[src/core/sbfm_map.svh]
// timing and field constants for the safe-stop feedback monitor
`ifndef SBFM_MAP_SVH
`define SBFM_MAP_SVH
`define SBFM_CLK_HZ          40000000
`define SBFM_GLITCH_US       500
`define SBFM_GLITCH_CYC      ((`SBFM_CLK_HZ / 1000000) * `SBFM_GLITCH_US + 1)
`define SBFM_MISMATCH_S      10
`define SBFM_MISMATCH_CYC    (`SBFM_CLK_HZ * `SBFM_MISMATCH_S)
`define SBFM_FEEDBACK_MS     20
`define SBFM_FEEDBACK_CYC    ((`SBFM_CLK_HZ / 1000) * `SBFM_FEEDBACK_MS)
`define SBFM_MON_A_BIT       0
`define SBFM_MON_B_BIT       1
`define SBFM_MON_RESET       16'h0003
`define SBFM_DISP_NORMAL     8'h00
`define SBFM_DISP_BASEBLOCK  8'h01
`endif

[src/core/sbfm_pkg.sv]
// types for the safe-stop feedback monitor
`default_nettype none
package sbfm_pkg;
  typedef enum logic [1:0] {
    SBFM_OPERATE  = 2'b00,
    SBFM_BASEBLK  = 2'b01,
    SBFM_PARTIAL  = 2'b10
  } sbfm_state_type;

  typedef struct packed {
    logic chan_a_on;
    logic chan_b_on;
  } sbfm_chan_type;
endpackage : sbfm_pkg
`default_nettype wire

[src/core/sbfm_chan_filter.sv]
// one safe-stop channel: three-stage synchroniser and short-off filter
`timescale 1ns/10ps
`default_nettype none
`include "sbfm_map.svh"
module sbfm_chan_filter #(
  parameter int unsigned GLITCH_CYC = `SBFM_GLITCH_CYC
) (
  // clock and reset
  input  wire logic clk,
  input  wire logic rst,
  // raw pin, high means on
  input  wire logic pin_on,
  // filtered level, high means on
  output logic      filt_on
);
  // the counter compares against GLITCH_CYC - 1, so two cycles is the floor
  if (GLITCH_CYC < 2) begin : g_bad_glitch_cyc
    $error("GLITCH_CYC too small");
  end

  logic [2:0]  sync_q;
  logic [2:0]  sync_d;
  logic [31:0] cnt_q;
  logic [31:0] cnt_d;
  logic        filt_q;
  logic        filt_d;
  // length of the current agreeing off run, read only by the check below
  logic [31:0] low_run_q;
  logic [31:0] low_run_d;

  always_comb begin
    sync_d = {sync_q[1:0], pin_on};
    low_run_d = low_run_q;
    if (sync_q[2] || sync_q[1]) begin
      low_run_d = 32'h0;
    end else if (low_run_q < GLITCH_CYC) begin
      low_run_d = low_run_q + 32'h1;
    end
    cnt_d  = cnt_q;
    filt_d = filt_q;
    if (sync_q[2] != sync_q[1]) begin
      cnt_d = 32'h0;
    end else if (sync_q[2] == filt_q) begin
      cnt_d = 32'h0;
    end else if (!sync_q[2]) begin
      // off must outlast the glitch window to count
      if (cnt_q >= GLITCH_CYC - 1) begin
        filt_d = 1'b0;
        cnt_d  = 32'h0;
      end else begin
        cnt_d = cnt_q + 32'h1;
      end
    end else begin
      filt_d = 1'b1;
    end
  end

  always_ff @(posedge clk or posedge rst) begin
    if (rst) begin
      sync_q <= 3'h7;
      cnt_q  <= 32'h0;
      filt_q <= 1'b1;
      low_run_q <= 32'h0;
    end else begin
      sync_q <= sync_d;
      cnt_q  <= cnt_d;
      filt_q <= filt_d;
      low_run_q <= low_run_d;
    end
  end

  assign filt_on = filt_q;
endmodule : sbfm_chan_filter
`default_nettype wire

[src/core/sbfm_top.sv]
// safe-stop feedback monitor top
`timescale 1ns/10ps
`default_nettype none
`include "sbfm_map.svh"
module sbfm_top #(
  parameter int unsigned GLITCH_CYC   = `SBFM_GLITCH_CYC,
  parameter int unsigned MISMATCH_CYC = `SBFM_MISMATCH_CYC
) (
  // clock and reset
  input  wire logic        CLK,
  input  wire logic        RST,
  // safe-stop pins, high means on (current flowing)
  input  wire logic        SAFE_STOP_IN_A,
  input  wire logic        SAFE_STOP_IN_B,
  // feedback to the safety unit, high means both channels off
  output logic             SAFE_STOP_FEEDBACK_OUT,
  // status
  output logic [15:0]      SAFE_INPUT_MONITOR_WORD,
  output logic [7:0]       DISPLAY_CODE,
  output logic             MOTOR_INHIBIT,
  output logic             INPUT_MISMATCH_ALARM,
  // clears a latched mismatch alarm
  input  wire logic        ALARM_CLEAR
);
  if (MISMATCH_CYC < 2) begin : g_bad_mismatch_cyc
    $error("MISMATCH_CYC too small");
  end

  ////////////////////////////////////////////////////////////////////////////////
  // channel filtering
  // a net, since each filter instance drives one member
  wire sbfm_pkg::sbfm_chan_type chan;

  sbfm_chan_filter #(.GLITCH_CYC(GLITCH_CYC)) u_chan_a (
    .clk     (CLK),
    .rst     (RST),
    .pin_on  (SAFE_STOP_IN_A),
    .filt_on (chan.chan_a_on)
  );

  sbfm_chan_filter #(.GLITCH_CYC(GLITCH_CYC)) u_chan_b (
    .clk     (CLK),
    .rst     (RST),
    .pin_on  (SAFE_STOP_IN_B),
    .filt_on (chan.chan_b_on)
  );

  // the alarm clear comes from outside the clock domain
  logic [2:0] clr_sync_q;
  logic [2:0] clr_sync_d;
  logic       clr_lvl_q;
  logic       clr_lvl_d;

  always_comb begin
    clr_sync_d = {clr_sync_q[1:0], ALARM_CLEAR};
    clr_lvl_d  = (clr_sync_q[2] == clr_sync_q[1]) ? clr_sync_q[2] : clr_lvl_q;
  end

  ////////////////////////////////////////////////////////////////////////////////
  // state and outputs
  sbfm_pkg::sbfm_state_type state_q;
  sbfm_pkg::sbfm_state_type state_d;
  logic [31:0] mis_cnt_q;
  logic [31:0] mis_cnt_d;
  logic        fb_q;
  logic        fb_d;
  logic [15:0] mon_q;
  logic [15:0] mon_d;
  logic [7:0]  disp_q;
  logic [7:0]  disp_d;
  logic        inh_q;
  logic        inh_d;
  logic        alarm_q;
  logic        alarm_d;
  logic        both_off;

  always_comb begin
    both_off  = !chan.chan_a_on && !chan.chan_b_on;
    mis_cnt_d = 32'h0;
    alarm_d   = alarm_q;
    unique case (state_q)
      sbfm_pkg::SBFM_OPERATE: begin
        if (both_off) begin
          state_d = sbfm_pkg::SBFM_BASEBLK;
        end else if (chan.chan_a_on != chan.chan_b_on) begin
          state_d = sbfm_pkg::SBFM_PARTIAL;
        end else begin
          state_d = sbfm_pkg::SBFM_OPERATE;
        end
      end
      sbfm_pkg::SBFM_BASEBLK: begin
        if (chan.chan_a_on && chan.chan_b_on) begin
          state_d = sbfm_pkg::SBFM_OPERATE;
        end else if (!both_off) begin
          state_d = sbfm_pkg::SBFM_PARTIAL;
        end else begin
          state_d = sbfm_pkg::SBFM_BASEBLK;
        end
      end
      sbfm_pkg::SBFM_PARTIAL: begin
        if (both_off) begin
          state_d = sbfm_pkg::SBFM_BASEBLK;
        end else if (chan.chan_a_on && chan.chan_b_on) begin
          state_d = sbfm_pkg::SBFM_OPERATE;
        end else begin
          state_d   = sbfm_pkg::SBFM_PARTIAL;
          mis_cnt_d = mis_cnt_q;
          // the other channel did not follow in time
          if (mis_cnt_q >= MISMATCH_CYC - 1) begin
            alarm_d = 1'b1;
          end else begin
            mis_cnt_d = mis_cnt_q + 32'h1;
          end
        end
      end
      default: begin
        state_d = sbfm_pkg::SBFM_BASEBLK;
      end
    endcase
    // a new timeout in the clear cycle wins over the clear
    if (clr_lvl_q && !(state_q == sbfm_pkg::SBFM_PARTIAL && mis_cnt_q >= MISMATCH_CYC - 1)) begin
      alarm_d = 1'b0;
    end
    fb_d   = both_off;
    mon_d  = 16'h0;
    mon_d[`SBFM_MON_A_BIT] = chan.chan_a_on;
    mon_d[`SBFM_MON_B_BIT] = chan.chan_b_on;
    // any off channel stops the drive, both off shows the baseblock code
    inh_d  = !(chan.chan_a_on && chan.chan_b_on);
    disp_d = both_off ? `SBFM_DISP_BASEBLOCK : `SBFM_DISP_NORMAL;
  end

  always_ff @(posedge CLK or posedge RST) begin
    if (RST) begin
      clr_sync_q <= 3'h0;
      clr_lvl_q  <= 1'b0;
      state_q    <= sbfm_pkg::SBFM_OPERATE;
      mis_cnt_q  <= 32'h0;
      fb_q       <= 1'b0;
      mon_q      <= `SBFM_MON_RESET;
      disp_q     <= `SBFM_DISP_NORMAL;
      inh_q      <= 1'b0;
      alarm_q    <= 1'b0;
    end else begin
      clr_sync_q <= clr_sync_d;
      clr_lvl_q  <= clr_lvl_d;
      state_q    <= state_d;
      mis_cnt_q  <= mis_cnt_d;
      fb_q       <= fb_d;
      mon_q      <= mon_d;
      disp_q     <= disp_d;
      inh_q      <= inh_d;
      alarm_q    <= alarm_d;
    end
  end

  assign SAFE_STOP_FEEDBACK_OUT  = fb_q;
  assign SAFE_INPUT_MONITOR_WORD = mon_q;
  assign DISPLAY_CODE            = disp_q;
  assign MOTOR_INHIBIT           = inh_q;
  assign INPUT_MISMATCH_ALARM    = alarm_q;
endmodule : sbfm_top
`default_nettype wire

[config.mk]
export PLATFORM = sky130hd
export DESIGN_NAME = sbfm_top
export DESIGN_NICKNAME = d
export VERILOG_FILES = /design/src/core/sbfm_pkg.sv /design/src/core/sbfm_chan_filter.sv /design/src/core/sbfm_top.sv
export VERILOG_INCLUDE_DIRS = /design/src /design/src/core
export SDC_FILE = /design/constraint.sdc
export NUM_CORES = 1
export LEC_CHECK = 0
export ABC_AREA = 1
export ABC_CLOCK_PERIOD_IN_PS = 4100
export BUFFER_PORTS_ARGS = -buffer_cell sky130_fd_sc_hd__clkbuf_2
export CORE_ASPECT_RATIO = 1.2
export CORE_MARGIN = 1
export CORE_UTILIZATION = 57
export CTS_CLUSTER_SIZE = 30
export DETAILED_ROUTE_END_ITERATION = 16
export GPL_ROUTABILITY_DRIVEN = 1
export PLACE_DENSITY_LB_ADDON = 0.25
export SYNTH_ARGS = -nofsm -noshare
export SYNTH_HDL_FRONTEND = slang
export SYNTH_SLANG_ARGS = --single-unit
[constraint.sdc]
create_clock -name CLK -period 4.1 [get_ports CLK]
set_clock_uncertainty 0.1 [all_clocks]
set_input_delay 0.41 -clock CLK [delete_from_list [all_inputs] [get_ports CLK]]
set_output_delay 0.41 -clock CLK [all_outputs]
set_load 0.1 [all_outputs]
==> reports/qor.csv, run 1 <==
metric,value,unit
ys.flop_type,dfrtp_1,
finalCriticalPeriod,2.973,ns
placement.io_buffers,10,
critical_path_start_end_classification,reg2reg,
data_arrival_time_of_the_critical_path,3.17,ns
timing_hold_violations_final,0,
rows,41,
nNetsFinal,860,
dr.pass1.iters,7,
drc_errors,0,
cellLeakagePower,3.236,nW
synth_area,0.006340,sq mm
hold_ws,0.01494,ns
maxCapViolations,0,
ys_warn_count,0,
synthesis.area_per_instance,7.574,sq um
min-delay-path-class,in2reg,
post_dp_cell_area,0.006390,sq mm
postLayoutCellArea,0.007069,sq mm
dieHeight,117.5,um
post_route_cells_drive_above_1_share,8.140,%
numCtsBuffers,17,
met2_wirelength,6838,um
path_max_fanout,39,
die-area,0.01155,sq mm
tritoncts,done,
number_of_antenna_violations_at_the_first_check_in_global_routing,0,
wl_met3,581,um
critical_path.startpoint_type,register,
dr.max_layer_used,met4,
tritoncts_num_sinks,115,
core_area,0.01067,sq mm
gp_congestion,0.9266,
report.final.setup_viol,0,
antenna_cells,0,
slew_headroom,41.04,%
reg2reg_setup_slack,1.13,ns
synth-seq-area-share,45.59,%
htreeDepth,4,
grt.overflow.total,0,
longest_clk_path_bufs,2,
postSynthCellCount,837,
wl_per_cell,13.68,um
latest_clock_arrival_within_the_worst_skew_pair,0.41,ns
yosysUniqueCellTypes,33,
area.growth.synth_to_final,11.51,%
crit_end_element,register,
rsz0062_at_grt,no,
detailroute.via_count,5312,
route.detailed.vias_per_inst,5.371,
cts.repair.resized,0,
postcts_setup_bufs,0,
first_global_vias,5366,
synth-edff-count,0,
postRouteWirelength,13530,um
ctsRootBufferMaster,clkbuf_16,
drt_first_iter_violations,304,
postSynth.asyncResetShare,100.0,%
finalCritPeriodShare,72.51,%
fillers,866,
max_freq,336.4,MHz
antenna_violating_nets_remaining,0,
largest_net_degree_at_the_start_of_global_routing,74,
ioPinCount,32,
clk_pin_slew_worst_paths,0.06,ns
power.ir.vdd_worst,0.0003194,V
timing.critical_path.required,4.30,ns
pwr_density_cell,416.0,mW/mm^2
synth.ff_latch_count,115,
status,completed,
floorplan.initialDensity,59.42,%
final.setup.tns,0,ns
drv_slew,0,
worst_slew_pin_slew,0.8834,ns
grt_first_pass_wirelength,23800,um
hpwlAfterDp,9202,um
floorplan.die.width,98.28,um
grt_use_total,25.76,%
wirelength_met1,5660,um
-- timing repair --
action | in CTS | in global routing
hold endpoints to repair | 2 | 0
setup endpoints to repair | 0 | 0
hold buffers | 2 | 0
-- sequential cells by signal, summed over array words and instances (netlist names) --
name	flops
u_chan_a.cnt_q	32
MOTOR_INHIBIT	1
u_chan_b.sync_q	3
mis_cnt_q	32
SAFE_INPUT_MONITOR_WORD	2
clr_lvl_q	1
u_chan_b.cnt_q	32
clr_sync_q	3
u_chan_a.filt_on	1
u_chan_b.filt_on	1
DISPLAY_CODE	1
INPUT_MISMATCH_ALARM	1
u_chan_a.sync_q	3
state_q	2
-- synth_stat cells (all sizes together), types with 2 or more instances --
| library cell | instances | share of area (%) |
|---|---|---|
| buf | 32 | 3.6 |
| a21oi | 4 | 0.32 |
| o21bai | 6 | 0.71 |
| inv | 107 | 6.3 |
| nor2 | 131 | 7.9 |
| ha | 8 | 1.6 |
| o22ai | 8 | 0.79 |
| nor4 | 2 | 0.20 |
| dfstp | 10 | 4.1 |
| xor2 | 19 | 2.6 |
| clkbuf | 14 | 0.83 |
| nand3 | 58 | 5.5 |
| o21ai | 31 | 2.4 |
| nand4 | 41 | 4.0 |
| dfrtp | 105 | 41 |
| nor3 | 22 | 1.7 |
| nand3b | 2 | 0.24 |
| nand2 | 217 | 13 |
| xnor2 | 13 | 1.8 |
-- critical path: stages, from the launching register on --
cell,delay (ns)
dfrtp_1,0.39
ha_1,0.30
nand3_2,0.19
nor2_4,0.19
nand2_1,0.07
nand2_1,0.07
nand2_2,0.06
nand2_4,0.25
nand3_2,0.74
o21ai_0,0.46
-- kinds of logic after synthesis --
logic type | after synthesis | synth area share (%)
AOI/OAI and AO/OA | 51 | 4.520
xor gates and xnor gates | 32 | 4.421
adders and majority gates | 9 | 1.737
buffers and inverters | 154 | 10.80
DFF | 115 | 45.59
muxes | 1 | 0.1579
other | 1 | 0.05915
and+or+nand+nor | 474 | 32.72
-- metal layers --
layer,track usage [%],up-vias
li1,-,2627
met1,31.15,2509
met2,43.49,136
met3,5.344,40
met4,12.97,0
met5,0,-
-- metrics by stage --
step	power (mW)	util [%]	instances	setup WS, ns
CTS	2.962	66.25	989	1.151
global route	3.035	66.25	989	0.8612
floorplan	1.313	-	857	0.5625
detailed placement	1.315	59.89	955	1.163
global placement	1.313	59.89	955	1.388
finish	2.941	66.25	989	1.127
-- layout by cell type (no fill, tap or decap), types with 12 or more instances in the layout --
master / instances
xnor2_1: 13
o21ai_0: 31
xor2_1: 19
nor3_1: 22
inv_1: 106
nand3_1: 46
nand3_2: 12
dfrtp_1: 105
nand4_1: 41
clkbuf_16: 17
nand2_1: 215
conb_1: 21
nor2_1: 129
-- report_power, final --
part / internal, mW / switching (mW)
Clock: 1.15 / 0.491
Combinational: 0.0121 / 0.124
Sequential: 1.15 / 0.0110
Total: 2.32 / 0.625
-- cell type report --
cell class / instances / area [sq um] / share of cell area (%)
flip-flops and latches: 115 / 2890 / 40.88
clock inverters: 10 / 205.2 / 2.903
multi-input cells: 588 / 2843 / 40.21
well taps: 129 / 161.4 / 2.283
repair buffers: 17 / 107.6 / 1.522
clock buffers: 22 / 454.2 / 6.425
inverters: 108 / 407.9 / 5.770
-- worst paths after layout --
kind	startpoint	endpoint	cells after the start
max in group asynchronous	RST	SAFE_INPUT_MONITOR_WORD[0]	3
min in group asynchronous	RST	u_chan_a.cnt_q[18]	2
setup / recovery	mis_cnt_q[0]	mis_cnt_q[8]	9
setup reg to reg	mis_cnt_q[0]	mis_cnt_q[8]	9
hold / removal	ALARM_CLEAR	clr_sync_q[0]	1
hold reg to reg	clr_sync_q[0]	clr_sync_q[1]	0
(Power assumes the default switching activity.)
==> run 2, diff against run 1 <==
Settings changed: ABC_AREA 1 to 0, ABC_CLOCK_PERIOD_IN_PS 4100 to 3090.
Clock period 4.1 ns to 3.09 ns, I/O delays scaled along.
==> run 2 against run 1 <==
The run now ends with hold timing left. Clock power grew 10%. Register-to-register slack worse by 0.66 ns. Utilization is 0.49 points lower. Largest cell class unchanged. Cell area is 11% lower. Maximum frequency grew 13%. Routed wire length shrank 21%. Largest power group unchanged.
==> reports/qor.csv, run 2 <==
metric,value,unit,change
drc_errors,0,,unchanged
floorplan.initialDensity,58.41,%,was 59.42%
met3_track_demand_over_resource,5.556,%,was 5.344%
drv_slew,0,,unchanged
hpwlAfterDp,6892,um,was 9202 um
crit_end_element,register,,unchanged
cellLeakagePower,2.829,nW,was 3.236 nW
maxCapViolations,0,,unchanged
antenna_violating_nets_remaining,0,,unchanged
reg2reg_setup_slack,0.47,ns,was 1.13 ns
dieHeight,110.2,um,was 117.5 um
post_synth_xor_area_fraction,0.6303,%,was 4.421%
postSynth.asyncResetShare,100.0,%,unchanged
min-delay-path-class,in2async,,was in2reg
synth-edff-count,0,,unchanged
report.final.setup_viol,0,,unchanged
nNetsFinal,590,,was 860
grt_use_total,22.91,%,was 25.76%
wl_per_cell,15.08,um,was 13.68 um
netlist_top_cells_count,"105 x dfrtp_1, 48 x o21ai_0, 38 x nand2_1",,"was 215 x nand2_1, 130 x nor2_1, 107 x inv_1"
synth_top_family_by_area,simple AND/OR/NAND/NOR gates,,unchanged
synth_area,0.005558,sq mm,was 0.006340 sq mm
route.detailed.vias_per_inst,5.751,,was 5.371
synthesis.area_per_instance,10.05,sq um,was 7.574 sq um
postcts_setup_bufs,0,,unchanged
status,"complete, but fails checks",,was completed
synth_top_cells_by_area,"dfrtp_1 47%, dfstp_2 4.7%, o21ai_0 4.3%, and2_1 4.1%, buf_4 3.0%",,"was dfrtp_1 41%, nand2_1 13%, nor2_1 7.7%, inv_1 6.3%, dfstp_2 4.1%"
rsz0062_at_grt,no,,unchanged
largest_net_degree_at_the_start_of_global_routing,66,,was 74
area.growth.synth_to_final,12.58,%,was 11.51%
synth_top_cell_area_share,47.28,%,was 41.44%
tritoncts_num_sinks,115,,unchanged
number_of_antenna_violations_at_the_first_check_in_global_routing,0,,unchanged
dr.pass1.iters,4,,was 7
core_area,0.009515,sq mm,was 0.01067 sq mm
pwr_density_cell,567.6,mW/mm^2,was 416.0 mW/mm^2
synth.most_common_cell,dfrtp_1,,was nand2_1
placement.io_buffers,10,,unchanged
clk_pin_slew_worst_paths,0.05,ns,was 0.06 ns
ioPinCount,32,,unchanged
critical_path.startpoint_type,register,,unchanged
final.setup.tns,0,ns,unchanged
cp.buffers_inverters,0,,unchanged
rows,39,,was 41
htreeDepth,4,,unchanged
hold_ws,-0.01783,ns,was 0.01494 ns
longest_clk_path_bufs,2,,unchanged
postRouteWirelength,10740,um,was 13530 um
path_cells,ha_1 -> and3_1 -> nand4_4 -> a2111oi_2 -> o211a_4 -> nand2b_4 -> o22ai_1,,was ha_1 -> nand3_2 -> nor2_4 -> nand2_1 -> nand2_1 -> nand2_2 -> nand2_4 -> nand3_2 -> o21ai_0
gp_congestion,0.7980,,was 0.9266
layout_commonest_cell,dfrtp_1,,was nand2_1
die-area,0.01015,sq mm,was 0.01155 sq mm
synth-adder-area-share,1.981,%,was 1.737%
floorplan.die.width,92.14,um,was 98.28 um
ys_warn_count,0,,unchanged
grt_first_pass_wirelength,17970,um,was 23800 um
worst_path_dominant_cell_family,simple AND/OR/NAND/NOR gates,,unchanged
failing_checks,hold timing,,
commonest_non_fill_non_tap_cells_in_the_layout,"105 x dfrtp_1, 48 x o21ai_0, 38 x nand2_1, 36 x and2_1",,"was 215 x nand2_1, 129 x nor2_1, 106 x inv_1, 105 x dfrtp_1, 46 x nand3_1"
worst_slew_pin_slew,0.7793,ns,was 0.8834 ns
data_arrival_time_of_the_critical_path,2.79,ns,was 3.17 ns
antenna_cells,0,,unchanged
grt.overflow.total,0,,unchanged
groute.layer.met2.usage,37.42,%,was 43.49%
synth.ff_latch_count,115,,unchanged
synthSimpleGateAreaFrac,22.13,%,was 32.72%
numCtsBuffers,17,,unchanged
first_global_vias,3864,,was 5366
finalCritPeriodShare,84.83,%,was 72.51%
yosys.area.top_type,dfrtp_1,,unchanged
postSynthCellCount,553,,was 837
cpPeakStageDelay,0.44,ns,was 0.74 ns
reg.largest.list,"mis_cnt_q: 32 flops, u_chan_a.cnt_q: 32 flops, u_chan_b.cnt_q: 32 flops",,unchanged
latest_clock_arrival_within_the_worst_skew_pair,0.41,ns,about the same
critical_path_start_end_classification,reg2reg,,unchanged
tritoncts,done,,unchanged
path_max_fanout,29,,was 39
max_freq,381.5,MHz,was 336.4 MHz
timing.critical_path.required,3.25,ns,was 4.30 ns
post_route_cells_drive_above_1_share,13.07,%,was 8.140%
slew_headroom,48.05,%,was 41.04%
ys.flop_type,dfrtp_1,,unchanged
yosysUniqueCellTypes,58,,was 33
gr-usage-met1,29.31,%,was 31.15%
detailroute.via_count,4095,,was 5312
ctsRootBufferMaster,clkbuf_16,,unchanged
power,3.552,mW,was 2.941 mW
synth_mux_area_share,0.2026,%,was 0.1579%
timing_hold_violations_final,7,,was 0
synth-seq-area-share,52.00,%,was 45.59%
post_synthesis_compound_gate_area_fraction,17.27,%,was 4.519%
gr-max-usage-layer,met2,,unchanged
drt_first_iter_violations,225,,was 304
power.ir.vdd_worst,0.0004202,V,was 0.0003194 V
timing.critical_path.slowest_stage_cell,a2111oi_2,,was nand3_2
finalCriticalPeriod,2.621,ns,was 2.973 ns
[run 2: path summary, 6_finish.rpt]
path                                    start                  to  cells after the start
worst min register to register  clr_sync_q[0]       clr_sync_q[1]                      0
max in group asynchronous                 RST  u_chan_b.cnt_q[22]                      3
min in group CLK                clr_sync_q[0]       clr_sync_q[1]                      0
worst max-delay path             mis_cnt_q[0]       mis_cnt_q[31]                      7
worst max register to register   mis_cnt_q[0]       mis_cnt_q[31]                      7
worst min-delay path                      RST        mis_cnt_q[6]                      3
[run 2: area by class of cell]
| cell class | instances | area, sq um |
|---|---|---|
| clock inverters | 5 | 50.05 |
| well taps | 123 | 153.9 |
| multi-input cells | 403 | 2434 |
| clock buffers | 26 | 499.2 |
| inverters | 15 | 60.06 |
| repair buffers | 25 | 170.2 |
| fillers | 744 | 3258 |
| flip-flops and latches | 115 | 2890 |
[run 2: metrics by stage]
stage                     worst slack [ns]  instances  cell area (sq um)  util [%]
final                               0.4687        712               6257     65.76
after global routing                0.2778        712               6257     65.76
after CTS                           0.4700        712               6257     65.76
after detailed placement            0.4781        678               5678     59.67
after global placement              0.5677        678               5678     59.67
after floorplan                     0.7762        573               5637         -
[run 2: power by group]
group	internal, mW	switching, mW	total, mW
Sequential	1.53	0.0186	1.55
Combinational	0.0245	0.164	0.188
Clock	1.18	0.635	1.81
[run 2: per-layer routing]
metal,share of wire [%],vias to the layer above
met4,1.6,0
met2,50,68
met3,2.9,16
met1,46,2001
met5,0,-
li1,-,2010
[run 2: worst min-delay path, stage by stage]
cell        delay, ns
clkbuf_2         0.10
clkinvlp_4       0.06
buf_4            0.50
[run 2: repair_timing]
| action | in CTS | in global routing |
|---|---|---|
| gates resized for setup | 0 | 0 |
| hold buffers | 3 | 0 |
| endpoints found under the hold margin | 3 | 0 |
[run 2: cell families after synthesis]
kind of cell | after synthesis
compound gates | 148
xor+xnor | 4
fa+ha+maj | 9
buf+inv | 55
flops | 115
mux | 1
other cells | 1
simple gates | 220
